## src/hdl/afm_consts.svh

```systemverilog
// Constants for the converter output formatter: offsets, fields, codes and timing
`ifndef AFM_CONSTS_SVH
`define AFM_CONSTS_SVH

// Register offsets on the plain register port
`define AFM_ADDR_RESET     7'h00
`define AFM_ADDR_POWER     7'h01
`define AFM_ADDR_TIMING    7'h02
`define AFM_ADDR_MODE      7'h03
`define AFM_ADDR_FORMAT    7'h04

// Field positions
`define AFM_RESET_BIT      7
`define AFM_TIM_DCS        0
`define AFM_TIM_PHASE_LO   1
`define AFM_TIM_INV        3
`define AFM_MODE_OFF       2
`define AFM_MODE_TERM      3
`define AFM_MODE_CUR_LO    4
`define AFM_FMT_TWOS       0
`define AFM_FMT_RAND       1
`define AFM_FMT_ABP        2
`define AFM_FMT_TP_LO      3

// Power and output mode codes
`define AFM_PWR_NAP_CODE   2'b01
`define AFM_PWR_SLEEP_CODE 2'b11
`define AFM_OM_FULL_CMOS   2'b00
`define AFM_OM_DDR_LVDS    2'b01
`define AFM_OM_DDR_CMOS    2'b10

// Test pattern selections
`define AFM_TP_OFF         3'b000
`define AFM_TP_ONES        3'b001
`define AFM_TP_ZEROS       3'b010
`define AFM_TP_ALT         3'b011
`define AFM_TP_CHECK       3'b100

// Sample codes (flag in bit 14 for the 15-bit test words)
`define AFM_CODE_HIGH      14'h3FFF
`define AFM_CODE_LOW       14'h0000
`define AFM_ODD_MASK       14'h2AAA
`define AFM_CHECK_A        15'h5555
`define AFM_CHECK_B        15'h2AAA

// LVDS driver current in microamps, and termination boost of 8/5
`define AFM_UA_3500        13'h0DAC
`define AFM_UA_4000        13'h0FA0
`define AFM_UA_4500        13'h1194
`define AFM_UA_3000        13'h0BB8
`define AFM_UA_2500        13'h09C4
`define AFM_UA_2100        13'h0834
`define AFM_UA_1750        13'h06D6
`define AFM_TERM_MUL       16'h0008
`define AFM_TERM_DIV       16'h0005

// Timing
`define AFM_CLK_MHZ        100
`define AFM_SLEEP_WAKE_MS  2
`define AFM_NAP_SETTLE_US  50
`define AFM_NAP_WAKE_EDGES 7'h64
`define AFM_CNT_SAT        8'hFE

`endif

```

## src/hdl/afm_output_formatter_unused_note.sv

```systemverilog
// Spare design file that holds no logic; the formatter module carries all of it

```

## src/hdl/afm_pkg.sv

```systemverilog
// Types for the converter output formatter
package afm_pkg;

  typedef enum logic [2:0] {
    AFM_PWR_RUN   = 3'b001,
    AFM_PWR_NAP   = 3'b010,
    AFM_PWR_SLEEP = 3'b100
  } afm_power_t;

  typedef struct packed {
    logic [1:0]  regPower;
    logic [3:0]  regTiming;
    logic [6:0]  regMode;
    logic [5:0]  regFormat;
    logic [7:0]  rdData;
    logic [2:0]  encSync;
    logic [1:0]  parSelSync;
    logic [1:0]  dcsSync;
    logic [1:0]  modeSync;
    logic [1:0]  sleepSync;
    logic [7:0]  phaseCnt;
    logic [7:0]  period;
    logic [13:0] word;
    logic        flag;
    logic        altPhase;
    logic [13:0] sampleWordBits;
    logic [6:0]  ddrLane;
    logic        rangeFlag;
    logic        fwdClk;
    logic        outEnableN;
    logic [12:0] lvdsDrive;
    logic        termOn;
    logic        lvdsSel;
    logic        ddrSel;
    logic        dcsOn;
    afm_power_t  power;
    logic [17:0] settleCnt;
    logic [6:0]  napEdges;
    logic        unsettled;
  } afm_state_t;

endpackage : afm_pkg

```

## src/hdl/afm_output_formatter.sv

```systemverilog
// Output formatting stage of a 14-bit sampling converter with forwarded sample clock
`timescale 1ns/1ps
`include "afm_consts.svh"

module afm_output_formatter
  import afm_pkg::*;
#(
  parameter int SLEEP_SETTLE_CYCLES = `AFM_SLEEP_WAKE_MS * 1000 * `AFM_CLK_MHZ,
  parameter int NAP_SETTLE_CYCLES   = `AFM_NAP_SETTLE_US * `AFM_CLK_MHZ
) (
  input  wire logic        clk,
  input  wire logic        rst_n,
  input  wire logic [6:0]  regAddr,
  input  wire logic [7:0]  regWrData,
  input  wire logic        regWrite,
  input  wire logic        regRead,
  output logic      [7:0]  regRdData,
  input  wire logic        encodeClk,
  input  wire logic [13:0] coreCode,
  input  wire logic        coreAboveRange,
  input  wire logic        coreBelowRange,
  input  wire logic        parallelSelect,
  input  wire logic        parDcsPin,
  input  wire logic        parModePin,
  input  wire logic        parSleepPin,
  output logic      [13:0] sampleWordBits,
  output logic      [6:0]  ddrBitPairLane,
  output logic             rangeExceededFlag,
  output logic             forwardedSampleClock,
  output logic             outEnableN,
  output logic             lvdsSelect,
  output logic             ddrSelect,
  output logic      [12:0] lvdsDriveMicroAmp,
  output logic             internalTermOn,
  output logic             dutyStabilizerOn,
  output logic             coreSleep,
  output logic             coreNap,
  output logic             outputUnsettled
);

  afm_state_t  st;
  afm_state_t  next_st;

  logic        encRise;
  logic        parMode;
  logic        effDcs;
  logic [1:0]  effMode;
  logic        effSleep;
  logic        effNap;
  logic        effInv;
  logic [1:0]  effPhase;
  logic        effTerm;
  logic [2:0]  effCur;
  logic        effOff;
  logic        effTwos;
  logic        effRand;
  logic        effAbp;
  logic [2:0]  effTp;
  logic        effDdr;
  logic        overRange;
  logic [13:0] clampedCode;
  logic [13:0] twosCode;
  logic [13:0] randCode;
  logic [13:0] abpCode;
  logic [14:0] fmtWord;
  logic [6:0]  evenFmt;
  logic [6:0]  oddWord;
  logic [6:0]  evenWord;
  logic [12:0] baseUa;
  logic [15:0] boostUa;
  logic [7:0]  nextCnt;
  logic [9:0]  delayProd;
  logic [6:0]  delay;
  logic [6:0]  half;
  logic [8:0]  pos;
  logic        rawClk;

  // Rising edge of the synchronised encode clock; stage 0 is read only by stage 1
  assign encRise = st.encSync[1] & ~st.encSync[2];

  // Pins rule in parallel mode; nap and fine settings only exist in registers
  assign parMode  = st.parSelSync[1];
  assign effDcs   = parMode ? st.dcsSync[1] : st.regTiming[`AFM_TIM_DCS];
  assign effMode  = parMode ? {1'b0, st.modeSync[1]} : st.regMode[1:0];
  assign effSleep = parMode ? st.sleepSync[1] : (st.regPower == `AFM_PWR_SLEEP_CODE);
  assign effNap   = ~parMode & (st.regPower == `AFM_PWR_NAP_CODE);
  assign effInv   = ~parMode & st.regTiming[`AFM_TIM_INV];
  assign effPhase = parMode ? 2'b00 : st.regTiming[`AFM_TIM_PHASE_LO +: 2];
  assign effTerm  = ~parMode & st.regMode[`AFM_MODE_TERM];
  assign effCur   = parMode ? 3'b000 : st.regMode[`AFM_MODE_CUR_LO +: 3];
  assign effOff   = ~parMode & st.regMode[`AFM_MODE_OFF];
  assign effTwos  = ~parMode & st.regFormat[`AFM_FMT_TWOS];
  assign effRand  = ~parMode & st.regFormat[`AFM_FMT_RAND];
  assign effAbp   = ~parMode & st.regFormat[`AFM_FMT_ABP];
  assign effTp    = parMode ? `AFM_TP_OFF : st.regFormat[`AFM_FMT_TP_LO +: 3];
  assign effDdr   = (effMode == `AFM_OM_DDR_LVDS) | (effMode == `AFM_OM_DDR_CMOS);

  // Clamp beyond full scale and raise the flag on the same sample
  assign overRange   = coreAboveRange | coreBelowRange;
  assign clampedCode = coreAboveRange ? `AFM_CODE_HIGH :
                       (coreBelowRange ? `AFM_CODE_LOW : coreCode);

  // Formatting chain in fixed order
  assign twosCode = (effTwos & ~effAbp) ? {~clampedCode[13], clampedCode[12:0]} : clampedCode;
  assign randCode = effRand ? {twosCode[13:1] ^ {13{twosCode[0]}}, twosCode[0]} : twosCode;
  assign abpCode  = effAbp ? (randCode ^ `AFM_ODD_MASK) : randCode;

  // Test pattern substitution last, flag in bit 14
  always_comb begin
    case (effTp)
      `AFM_TP_ONES:  fmtWord = {1'b1, `AFM_CODE_HIGH};
      `AFM_TP_ZEROS: fmtWord = {1'b0, `AFM_CODE_LOW};
      `AFM_TP_ALT:   fmtWord = st.altPhase ? {1'b0, `AFM_CODE_LOW} : {1'b1, `AFM_CODE_HIGH};
      `AFM_TP_CHECK: fmtWord = st.altPhase ? `AFM_CHECK_B : `AFM_CHECK_A;
      default:       fmtWord = {overRange, abpCode};
    endcase
  end

  // Adjacent bit pairs per DDR lane
  genvar g;
  generate
    for (g = 0; g < 7; g++) begin : g_lane
      assign evenFmt[g]  = fmtWord[2*g];
      assign oddWord[g]  = st.word[2*g+1];
      assign evenWord[g] = st.word[2*g];
    end
  endgenerate

  // LVDS driver current table
  always_comb begin
    case (effCur)
      3'b000:  baseUa = `AFM_UA_3500;
      3'b001:  baseUa = `AFM_UA_4000;
      3'b010:  baseUa = `AFM_UA_4500;
      3'b100:  baseUa = `AFM_UA_3000;
      3'b101:  baseUa = `AFM_UA_2500;
      3'b110:  baseUa = `AFM_UA_2100;
      3'b111:  baseUa = `AFM_UA_1750;
      default: baseUa = `AFM_UA_3500;
    endcase
  end
  assign boostUa = ({3'b000, baseUa} * `AFM_TERM_MUL) / `AFM_TERM_DIV;

  // Sample-period counter and forwarded clock phase position
  assign nextCnt   = encRise ? 8'h00 : ((st.phaseCnt == `AFM_CNT_SAT) ? st.phaseCnt : st.phaseCnt + 8'h01);
  assign delayProd = {2'b00, st.period} * {8'h00, effPhase};
  assign delay     = delayProd[9:3];
  assign half      = st.period[7:1];
  assign pos       = (nextCnt >= {1'b0, delay}) ? ({1'b0, nextCnt} - {2'b00, delay}) :
                     ({1'b0, nextCnt} + {1'b0, st.period} - {2'b00, delay});
  assign rawClk    = (pos >= {2'b00, half});

  // Next-state logic
  always_comb begin
    next_st = st;
    next_st.rdData     = 8'h00;
    next_st.encSync    = {st.encSync[1:0], encodeClk};
    next_st.parSelSync = {st.parSelSync[0], parallelSelect};
    next_st.dcsSync    = {st.dcsSync[0], parDcsPin};
    next_st.modeSync   = {st.modeSync[0], parModePin};
    next_st.sleepSync  = {st.sleepSync[0], parSleepPin};

    // Register writes, soft reset clears every mode register
    if (regWrite) begin
      case (regAddr)
        `AFM_ADDR_RESET: begin
          if (regWrData[`AFM_RESET_BIT]) begin
            next_st.regPower  = 2'b00;
            next_st.regTiming = 4'h0;
            next_st.regMode   = 7'h00;
            next_st.regFormat = 6'h00;
          end
        end
        `AFM_ADDR_POWER:  next_st.regPower  = regWrData[1:0];
        `AFM_ADDR_TIMING: next_st.regTiming = regWrData[3:0];
        `AFM_ADDR_MODE:   next_st.regMode   = regWrData[6:0];
        `AFM_ADDR_FORMAT: next_st.regFormat = regWrData[5:0];
        default: ;
      endcase
    end

    // Register reads, reset register and holes read as zero
    if (regRead) begin
      case (regAddr)
        `AFM_ADDR_POWER:  next_st.rdData = {6'h00, st.regPower};
        `AFM_ADDR_TIMING: next_st.rdData = {4'h0, st.regTiming};
        `AFM_ADDR_MODE:   next_st.rdData = {1'b0, st.regMode};
        `AFM_ADDR_FORMAT: next_st.rdData = {2'b00, st.regFormat};
        default:          next_st.rdData = 8'h00;
      endcase
    end

    // Period measurement
    next_st.phaseCnt = nextCnt;
    if (encRise) begin
      next_st.period = st.phaseCnt + 8'h01;
    end

    // Sample launch on each rising encode edge while the core runs
    if (encRise && st.power == AFM_PWR_RUN) begin
      next_st.word           = fmtWord[13:0];
      next_st.flag           = fmtWord[14];
      next_st.altPhase       = ~st.altPhase;
      next_st.rangeFlag      = fmtWord[14];
      next_st.sampleWordBits = effDdr ? 14'h0000 : fmtWord[13:0];
      next_st.ddrLane        = effDdr ? evenFmt : 7'h00;
    end else if (!encRise && effDdr && nextCnt == {1'b0, half}) begin
      next_st.ddrLane = oddWord;
    end

    // Forwarded clock with delay and independent inversion
    next_st.fwdClk = rawClk ^ effInv;

    // Output enable and driver settings
    next_st.outEnableN = effOff;
    next_st.lvdsDrive  = effTerm ? boostUa[12:0] : baseUa;
    next_st.termOn     = effTerm;
    next_st.lvdsSel    = (effMode == `AFM_OM_DDR_LVDS);
    next_st.ddrSel     = effDdr;
    next_st.dcsOn      = effDcs;

    // Power state machine and wake-up settling indication
    case (st.power)
      AFM_PWR_RUN: begin
        if (effSleep) begin
          next_st.power = AFM_PWR_SLEEP;
        end else if (effNap) begin
          next_st.power = AFM_PWR_NAP;
        end
      end
      AFM_PWR_NAP: begin
        if (effSleep) begin
          next_st.power = AFM_PWR_SLEEP;
        end else if (!effNap) begin
          next_st.power     = AFM_PWR_RUN;
          next_st.settleCnt = 18'(NAP_SETTLE_CYCLES);
          next_st.napEdges  = `AFM_NAP_WAKE_EDGES;
        end
      end
      AFM_PWR_SLEEP: begin
        if (!effSleep) begin
          next_st.power     = effNap ? AFM_PWR_NAP : AFM_PWR_RUN;
          next_st.settleCnt = 18'(SLEEP_SETTLE_CYCLES);
        end
      end
      default: next_st.power = AFM_PWR_RUN;
    endcase
    if (st.power == AFM_PWR_RUN) begin
      if (st.settleCnt != 18'h0_0000) begin
        next_st.settleCnt = st.settleCnt - 18'h0_0001;
      end
      if (encRise && st.napEdges != 7'h00) begin
        next_st.napEdges = st.napEdges - 7'h01;
      end
    end
    next_st.unsettled = (st.power != AFM_PWR_RUN) || (st.settleCnt != 18'h0_0000) || (st.napEdges != 7'h00);
  end

  // State register
  always_ff @(posedge clk) begin
    if (!rst_n) begin
      st       <= '0;
      st.power <= AFM_PWR_RUN;
    end else begin
      st <= next_st;
    end
  end

  // Outputs straight from the state register
  assign regRdData            = st.rdData;
  assign sampleWordBits       = st.sampleWordBits;
  assign ddrBitPairLane       = st.ddrLane;
  assign rangeExceededFlag    = st.rangeFlag;
  assign forwardedSampleClock = st.fwdClk;
  assign outEnableN           = st.outEnableN;
  assign lvdsSelect           = st.lvdsSel;
  assign ddrSelect            = st.ddrSel;
  assign lvdsDriveMicroAmp    = st.lvdsDrive;
  assign internalTermOn       = st.termOn;
  assign dutyStabilizerOn     = st.dcsOn;
  assign coreSleep            = st.power[2];
  assign coreNap              = st.power[1];
  assign outputUnsettled      = st.unsettled;
endmodule : afm_output_formatter

```

## config.mk

```make
export PLATFORM = sky130hd
export DESIGN_NAME = afm_output_formatter
export DESIGN_NICKNAME = d
export VERILOG_FILES = /design/src/hdl/afm_output_formatter_unused_note.sv /design/src/hdl/afm_pkg.sv /design/src/hdl/afm_output_formatter.sv
export VERILOG_INCLUDE_DIRS = /design/src /design/src/hdl
export SDC_FILE = /design/constraint.sdc
export NUM_CORES = 1
export LEC_CHECK = 0
export BUFFER_PORTS_ARGS = -buffer_cell sky130_fd_sc_hd__buf_2
export CORE_UTILIZATION = 35
export DETAILED_ROUTE_END_ITERATION = 16
export PLACE_DENSITY_LB_ADDON = 0.12
export SYNTH_ARGS = -nofsm -noshare
export SYNTH_HDL_FRONTEND = slang
export SYNTH_SLANG_ARGS = --single-unit
```

## constraint.sdc

```tcl
create_clock -name clk -period 17.9 [get_ports clk]
set_input_delay 3.58 -clock clk [delete_from_list [all_inputs] [get_ports clk]]
set_output_delay 3.58 -clock clk [all_outputs]
set_load 0.005 [all_outputs]
```

* Word level (Yosys, flattened, before mapping)
Index checks and enable logic that the tools add are counted.
** Operators by class
- Reduce and logical (&&, ||, !) cells :: 21
- Eq/ne operators :: 28
- $add $sub $neg :: 6
- Magnitude comparators :: 2
- Multipliers :: 1
- Multiplexer cells :: 42
- Div/mod/pow operators :: 1
- Bitwise operators :: 19
** Operators by type and width (count)
- $mux 14 :: 6
- $pmux 13 s6 :: 1
- $pmux 15 s4 :: 1
- $mux 25 :: 2
- $pmux 18 s2 :: 1
- $mux 7 :: 5
- $mux 15 :: 2
- $mux 28 :: 1
- $pmux 7 s4 :: 1
- $mux 21 :: 1
- $mux 19 :: 1
- $eq 3x3->1 const B :: 6
- $mux 18 :: 1
- $reduce_bool 18->1 :: 1
- $sub 18x1->18 const B :: 1
- $div 16x3->16 const B :: 1
- $mux 8 :: 2
- $mux 3 :: 5
- $reduce_and 3->1 :: 5
- $eq 7x2->1 const B :: 2
- $pmux 7 s2 :: 1
- $mux 13 :: 1
- $xor 13x13->13 :: 1
- $eq 3x2->1 const B :: 4
- other kinds (37) :: 67
** Storage, ports and cells
- Output and inout bits :: 52
- Input port bits :: 40
- Logic and storage cells :: 148
- Flip-flop bits (word level) :: 139

* Longest topological paths before layout
Gate-level depths: netlist (run 1).
- Depth in word-level cells :: 12
- Mapped depth :: 48
- Mapped depth without buffers :: 40

* Least setup slack after synthesis (run 1)
OpenSTA, ideal clock, no wires.
- Kind :: flip-flop to flip-flop
- From :: reg st, in the netlist parMode
- To :: reg st, in the netlist lvdsDriveMicroAmp[1]
- Period minus slack after synthesis :: 10.348 ns
- Arrival :: 10.217 ns
- Required time :: 17.769 ns
- Cell stages (with the launch flop) :: 47
- Setup slack :: 7.552 ns
- Library setup time :: 0.131 ns
- Buffers on the path :: 8
- Cells stage by stage :: dfxtp_1 -> buf_2 -> clkbuf_1 -> clkbuf_1 -> buf_1 -> nor2_1 -> inv_1 -> ha_1 -> buf_2 -> nor2_1 -> mux2_1 -> a31oi_1 -> nand3_2 -> a311oi_4 -> buf_6 -> xnor2_1 -> a31oi_1 -> xnor2_1 -> [11 not listed] -> mux2i_2 -> a21oi_4 -> and3_1 -> buf_6 -> xnor2_1 -> inv_1 -> ha_1 -> or4_1 -> o32a_1 -> xnor2_1 -> o31ai_1 -> nand3b_2 -> ha_1 -> nand2_1 -> o21ai_1 -> o211ai_1 -> nor4b_2 -> a21oi_1
** On the way
- Longest elaborated chain between the ends :: 5
- Elaborated cells on any way between the ends :: 12
- Classes of those cells :: div (1); eq/ne (6); mux (3); bitwise (2)
** RTL lines
- from (decl) :: line afm_output_formatter.sv:41 : afm_state_t st;
- from (signal assigned) :: line afm_output_formatter.sv:265 : st <= next_st;
- $mux 3 :: line afm_output_formatter.sv:90 : assign effCur = parMode ? 3'b000 : st.regMode[`AFM_MODE_CUR_LO +: 3];
- $eq 3x3->1 (tied with other cells) :: line afm_output_formatter.sv:131 : case (effCur)
- $pmux 13 s6 :: line afm_output_formatter.sv:131
- $div 16x3->16 (no line)
- $mux 13 (*) :: line afm_output_formatter.sv:216 : next_st.lvdsDrive = effTerm ? boostUa[12:0] : baseUa;
Every way passes the cells marked *; elsewhere a longest branch is shown, timed or not.
A chain may end at the register's enable or synchronous reset.

* Worst setup path after layout (run 1)
- From :: reg st[131] in the netlist's numbering
- To :: reg st, in the netlist lvdsDriveMicroAmp[1]
** On the way
- Longest elaborated chain between the ends :: 5
- Elaborated cells on any way between the ends :: 10
- Classes of those cells :: div (1); eq/ne (6); mux (3)
** RTL lines (line)
- $mux 3 (*) :: afm_output_formatter.sv:90
- $eq 3x3->1 (tied with other cells) :: afm_output_formatter.sv:131
- $pmux 13 s6 (*) :: afm_output_formatter.sv:131
- $div 16x3->16 (no line)
- $mux 13 (*) :: afm_output_formatter.sv:216
Marks and branches as above.

==> results of run 1 <==
[sequential cells by signal (all words and copies together) (netlist names), 6 cells and up]
signal / cells
sampleWordBits: 14
ddrBitPairLane: 7
lvdsDriveMicroAmp: 13
st: 59
half: 7
regRdData: 7
next_st: 6
oddWord: 7
[cell families after synthesis]
logic type,Yosys count
and+or+nand+nor,569
buffers and inverters,162
xor gates and xnor gates,85
adders and majority gates,54
other,1
DFF,131
AOI/OAI and AO/OA,422
muxes,36
[critical path: cells and delay by family, from the launching register on]
family / cells / cell delay [ns]
xor+xnor: 2 / 0.39
flops: 1 / 0.72
simple gates: 17 / 4.41
compound gates: 14 / 4.37
mux: 1 / 0.14
buf+inv: 1 / 0.21
fa+ha+maj: 4 / 1.84
[path summary, 6_finish.rpt]
kind              cells after the start  slack, ns                     from                               to
hold reg to reg                       1       0.43  next_st[107]$_SDFF_PN0_               st[107]$_SDFF_PN0_
hold / removal                        1       0.43  next_st[107]$_SDFF_PN0_               st[107]$_SDFF_PN0_
setup / recovery                     39       5.70     st[131]$_SDFFE_PN0P_  lvdsDriveMicroAmp[1]$_SDFF_PN0_
setup reg to reg                     39       5.70     st[131]$_SDFFE_PN0P_  lvdsDriveMicroAmp[1]$_SDFF_PN0_
[cells in the mapped netlist (all sizes together) (15+ instances only)]
cell type,n
nor2,203
inv,50
nand2b,30
buf,64
ha,46
a22oi,26
clkbuf,47
nand2,89
a211oi,25
a21oi,128
nor3,42
nor4,15
o21ai,68
nor2b,26
and2,38
mux2i,28
or3,17
nand3,36
xnor2,57
a31oi,19
dfxtp,131
xor2,27
a21o,18
[metrics by stage]
| step | hold slack (ns) | worst slack [ns] |
|---|---|---|
| final | 0.430 | 5.70 |
| after global placement | 0.414 | 6.21 |
| after detailed placement | 0.418 | 5.86 |
| after global routing | 0.438 | 4.58 |
| after floorplan | 0.412 | 7.55 |
| after CTS | 0.432 | 5.81 |
[layout make-up]
| class | count | area, µm² |
|---|---|---|
| Tap cell | 402 | 503 |
| Fill cell | 3280 | 19300 |
| Clock inverter | 13 | 145 |
| Timing Repair Buffer | 103 | 548 |
| Antenna cell | 2 | 5.00 |
| Multi-Input combinational cell | 1167 | 7780 |
| Inverter | 51 | 195 |
| Clock buffer | 19 | 443 |
| Sequential cell | 131 | 2620 |
[power groups by stage]
stage	logic [W]	clock network, W	registers [W]
after floorplan	0.000204	0	0.000330
after global placement	0.000252	0	0.000334
after detailed placement	0.000253	0	0.000334
after CTS	0.000256	0.000367	0.000327
after global routing	0.000288	0.000379	0.000331
final	0.000254	0.000355	0.000327
[per-layer routing]
| layer | wire length (µm) | GRT usage [%] |
|---|---|---|
| met1 | 16000 | 27.5 |
| met2 | 16100 | 35.4 |
| met3 | 1600 | 3.47 |
| met4 | 428 | 5.08 |
| met5 | 0 | 0 |
==> impl_metrics.toml, run 1 <==
[outcome]
status = "finished clean"

[yosys]
synthMuxAreaShare_pct = 3.53
synthXorXnorAreaFrac_pct = 6.82
synth_edf_count = 0
synth_flop_cell = "dfxtp_1"
syn_inst = 1460
avgSynthCellArea_um2 = 7.69
syn_area_mm2 = 0.0112
synth_nets = 1554
yosysTopAreaCellShare_pct = 23.4
yosys.area_share.simple_pct = 25.7
yosys.area.top_type = "dfxtp_1"
synth_seq_cells = 131
synth_seq_area_share_pct = 23.4
synth_fa_ha_area_share_pct = 6.56
synth_compound_area_share_pct = 26.6
synth.distinct_cells = 122
synth_top_family_by_area = "compound AO/OA/AOI/OAI gates"
ys_warn_count = 0
synthArstFlopShare_pct = 0
yosys-top-cells-area = "dfxtp_1 23%, nor2_1 6.7%, a21oi_1 5.5%"

[final_layout]
layout-drive-gt1-share_pct = 13.7
final_util_pct = 38.8
syn2layout_area_growth_pct = 9.05
layout.nets = 1565
fin_cells = 1888
final_common_cell = "nor2_1"
final_cell_area_mm2 = 0.0122
final_cell_mix = "201 x nor2_1, 131 x dfxtp_1, 124 x a21oi_1"

[clock_network]
numCtsBuffers = 17
clk_path_buf_depth = 2
cts_tree = "yes"
clk_pin_slew_worst_paths_ns = 0.07
clock_latency_ns = 0.43
clock-sinks = 131
root_buffer = "clkbuf_16"
cts_max_level = 4
cts_resized = 0
ctsHoldBuffers = 0
cts_setup_buffers = 0

[floorplan]
row_count = 65
initial_utilization_pct = 35.6
coreArea_mm2 = 0.0316
die_h_um = 181
pin_count = 92
dieArea_mm2 = 0.0328
die_w_um = 181

[worst_setup_path]
max_stage_delay_ns = 0.85
critical_path_required_ns = 18.21
startpoint_type = "flop"
crit_path_frequent_cell = "ha_1"
path_max_fanout = 25
crit_slowest_cell = "ha_1"
path_class = "flop to flop"
cp.arrival_ns = 12.50
setup.worst_path.end_class = "flop"

[timing]
setup_viol = 0
timing.fmax_mhz = 82.0
rsz0062_at_grt = "no"
finalHoldViolations = 0
tightestPinTransition_ns = 0.980
tns_ns = 0
period_minus_slack_ns = 12.20
timing.slew.headroom_pct = 34.2
finClkSkew_ns = 0.0191
slew_viol_final = 0
finalCritPeriodShare_pct = 68.1

[routing]
ant_nets = 0
drt_pass1_iterations = 5
viasPerCell = 5.58
remaining_drc_errors = 0
wirelength_um = 34100
drtIter0Drc = 767
vias = 10530
wl_per_cell_um = 18.0

[global_routing]
grt_antenna_before_repair = 4
grt_pass1_wl_um = 55000
grtUsageTotal_pct = 20.9
overflow = 0
grt_pass1_vias = 10020
grt_max_degree = 51

[power]
power_w = 0.000936
pwr-share-comb_pct = 27.1
pwr-share-clk_pct = 37.9
power_density_mw_per_mm2 = 76.5
p_sw_share_pct = 32.5
power_switching_w = 0.000304
vdd_drop_max_mv = 0.0827
p_int_w = 0.000632
p_leak_nw = 4.93
power_frac_seq_pct = 35.0

[placement]
hpwl_um = 25600
place_area_mm2 = 0.0116
gp_congestion = 0.892
io_buffers = 90
dp_cells = 1854

[job]
maxCapViolCount = 0

[hold_path]
hold_path_class = "flop to flop"
Note: power is estimated with default switching activity, not from simulation.
==> run 2, diff against run 1 <==
==> constraint.sdc (replaced) <==
create_clock -name clk -period 11.2 [get_ports clk]
set_input_delay 2.24 -clock clk [delete_from_list [all_inputs] [get_ports clk]]
set_output_delay 2.24 -clock clk [all_outputs]
set_load 0.005 [all_outputs]
==> impl_metrics.toml, run 2 (synthesis results as in run 1) <==
[clock_network]
clk_path_buf_depth = 2
numCtsBuffers = 17
cts_tree = "yes"
clock-sinks = 131
clock_latency_ns = 0.42
clk_pin_slew_worst_paths_ns = 0.06
root_buffer = "clkbuf_16"
cts_max_level = 4

[timing]
period_minus_slack_ns = 10.41
setup_ws_ns = 0.791
setup_viol = 0
finalHoldViolations = 0
slew_viol_final = 0
finClkSkew_ns = 0.0167
timing.fmax_mhz = 96.1
tightestPinTransition_ns = 1.03
finalCritPeriodShare_pct = 92.9
whs_ns = 0.433
rsz0062_at_grt = "no"
tns_ns = 0
timing.slew.headroom_pct = 30.9

[global_routing]
grt_antenna_before_repair = 2
grt_pass1_wl_um = 56000
grt_max_degree = 57
grtUsageTotal_pct = 21.2
grt_pass1_vias = 10246
overflow = 0

[routing]
drt_pass1_iterations = 8
wl_per_cell_um = 18.1
drtIter0Drc = 788
remaining_drc_errors = 0
viasPerCell = 5.62
ant_nets = 0
vias = 10788
wirelength_um = 34800

[worst_setup_path]
crit_slowest_cell = "or4_1"
max_stage_delay_ns = 0.50
cp.arrival_ns = 10.69
path_max_fanout = 21
path_class = "flop to flop"
critical_path_required_ns = 11.49
startpoint_type = "flop"
setup.worst_path.end_class = "flop"

[final_layout]
fin_cells = 1920
largest_reg_flops = 59
regMostFlops = "st"
syn2layout_area_growth_pct = 11.8
final_common_cell = "nor2_1"
layout-drive-gt1-share_pct = 16.0
layout.nets = 1598
final_cell_mix = "200 x nor2_1, 131 x dfxtp_1, 124 x a21oi_1"

[floorplan]
row_count = 65
pin_count = 92
coreArea_mm2 = 0.0316
die_w_um = 181
initial_utilization_pct = 35.6
die_h_um = 181
dieArea_mm2 = 0.0328

[placement]
gp_congestion = 0.904
io_buffers = 90
hpwl_um = 26100
post-place-ws_ns = 0.717
dp_cells = 1879

[power]
p_sw_share_pct = 32.3
power_switching_w = 0.000492
pwr-share-comb_pct = 26.9
p_int_w = 0.00103
vdd_drop_max_mv = 0.103
power_w = 0.00152
power_density_mw_per_mm2 = 121
power_frac_seq_pct = 34.4
pwr-share-clk_pct = 38.7
p_leak_nw = 5.10

[outcome]
status = "finished clean"

[hold_path]
hold_path_class = "flop to flop"

[job]
maxCapViolCount = 0
## run 2: layout make-up
class                   count  area [µm²]
clock inverters            13         175
multi-input cells        1168        7830
repair buffers            135         788
fillers                  3265       19000
inverters                  51         195
diodes                      2        5.00
clock buffers              18         429
flip-flops and latches    131        2620
well taps                 402         503
## run 2: worst max-delay path, delay by kind of cell, from the launching register on
kind                     cells  cell delay, ns
flip-flops                   1            0.38
multiplexers                 3            1.16
AND/OR/NAND/NOR             12            2.91
XOR/XNOR                     3            0.67
adder cells (fa/ha/maj)      4            1.10
buffers and inverters        3            0.61
AO/OA/AOI/OAI               14            3.39
## run 2: metrics by stage
step           util [%]  instance area (µm²)
2_1_floorplan         -                11200
3_3_place_gp       37.5                11800
3_5_place_dp       37.5                11800
4_1_cts            39.4                12400
5_1_grt            39.8                12500
6_report           39.8                12600
## run 2: power groups by stage
| stage | combinational, W | clock, W | sequential (W) |
|---|---|---|---|
| final | 0.000410 | 0.000589 | 0.000524 |
| after global routing | 0.000470 | 0.000621 | 0.000528 |
| after CTS | 0.000412 | 0.000604 | 0.000523 |
| after detailed placement | 0.000409 | 0 | 0.000533 |
| after global placement | 0.000406 | 0 | 0.000534 |
| after floorplan | 0.000327 | 0 | 0.000528 |
## run 2: path summary, 6_finish.rpt
check | from | endpoint | slack, ns | depth (start not counted)
hold reg to reg | next_st[105]$_SDFF_PN0_ | st[105]$_SDFF_PN0_ | 0.43 | 1
setup / recovery | parMode$_SDFF_PN0_ | lvdsDriveMicroAmp[1]$_SDFF_PN0_ | 0.79 | 39
setup reg to reg | parMode$_SDFF_PN0_ | lvdsDriveMicroAmp[1]$_SDFF_PN0_ | 0.79 | 39
hold / removal | next_st[105]$_SDFF_PN0_ | st[105]$_SDFF_PN0_ | 0.43 | 1
## run 2: routing by layer
metal,wire length (µm),vias to the layer above,global-route usage (%)
li1,-,5343,-
met1,15800,5064,27.7
met2,16600,336,35.9
met3,1850,45,3.73
met4,575,0,5.69
met5,0,-,0
## run 2: timing repair
| item | in CTS | in global routing |
|---|---|---|
| hold buffers | 0 | 0 |
| endpoints found under the setup margin | 0 | 2 |
| resized for setup | 0 | 10 |
| buffers inserted | 0 | 7 |
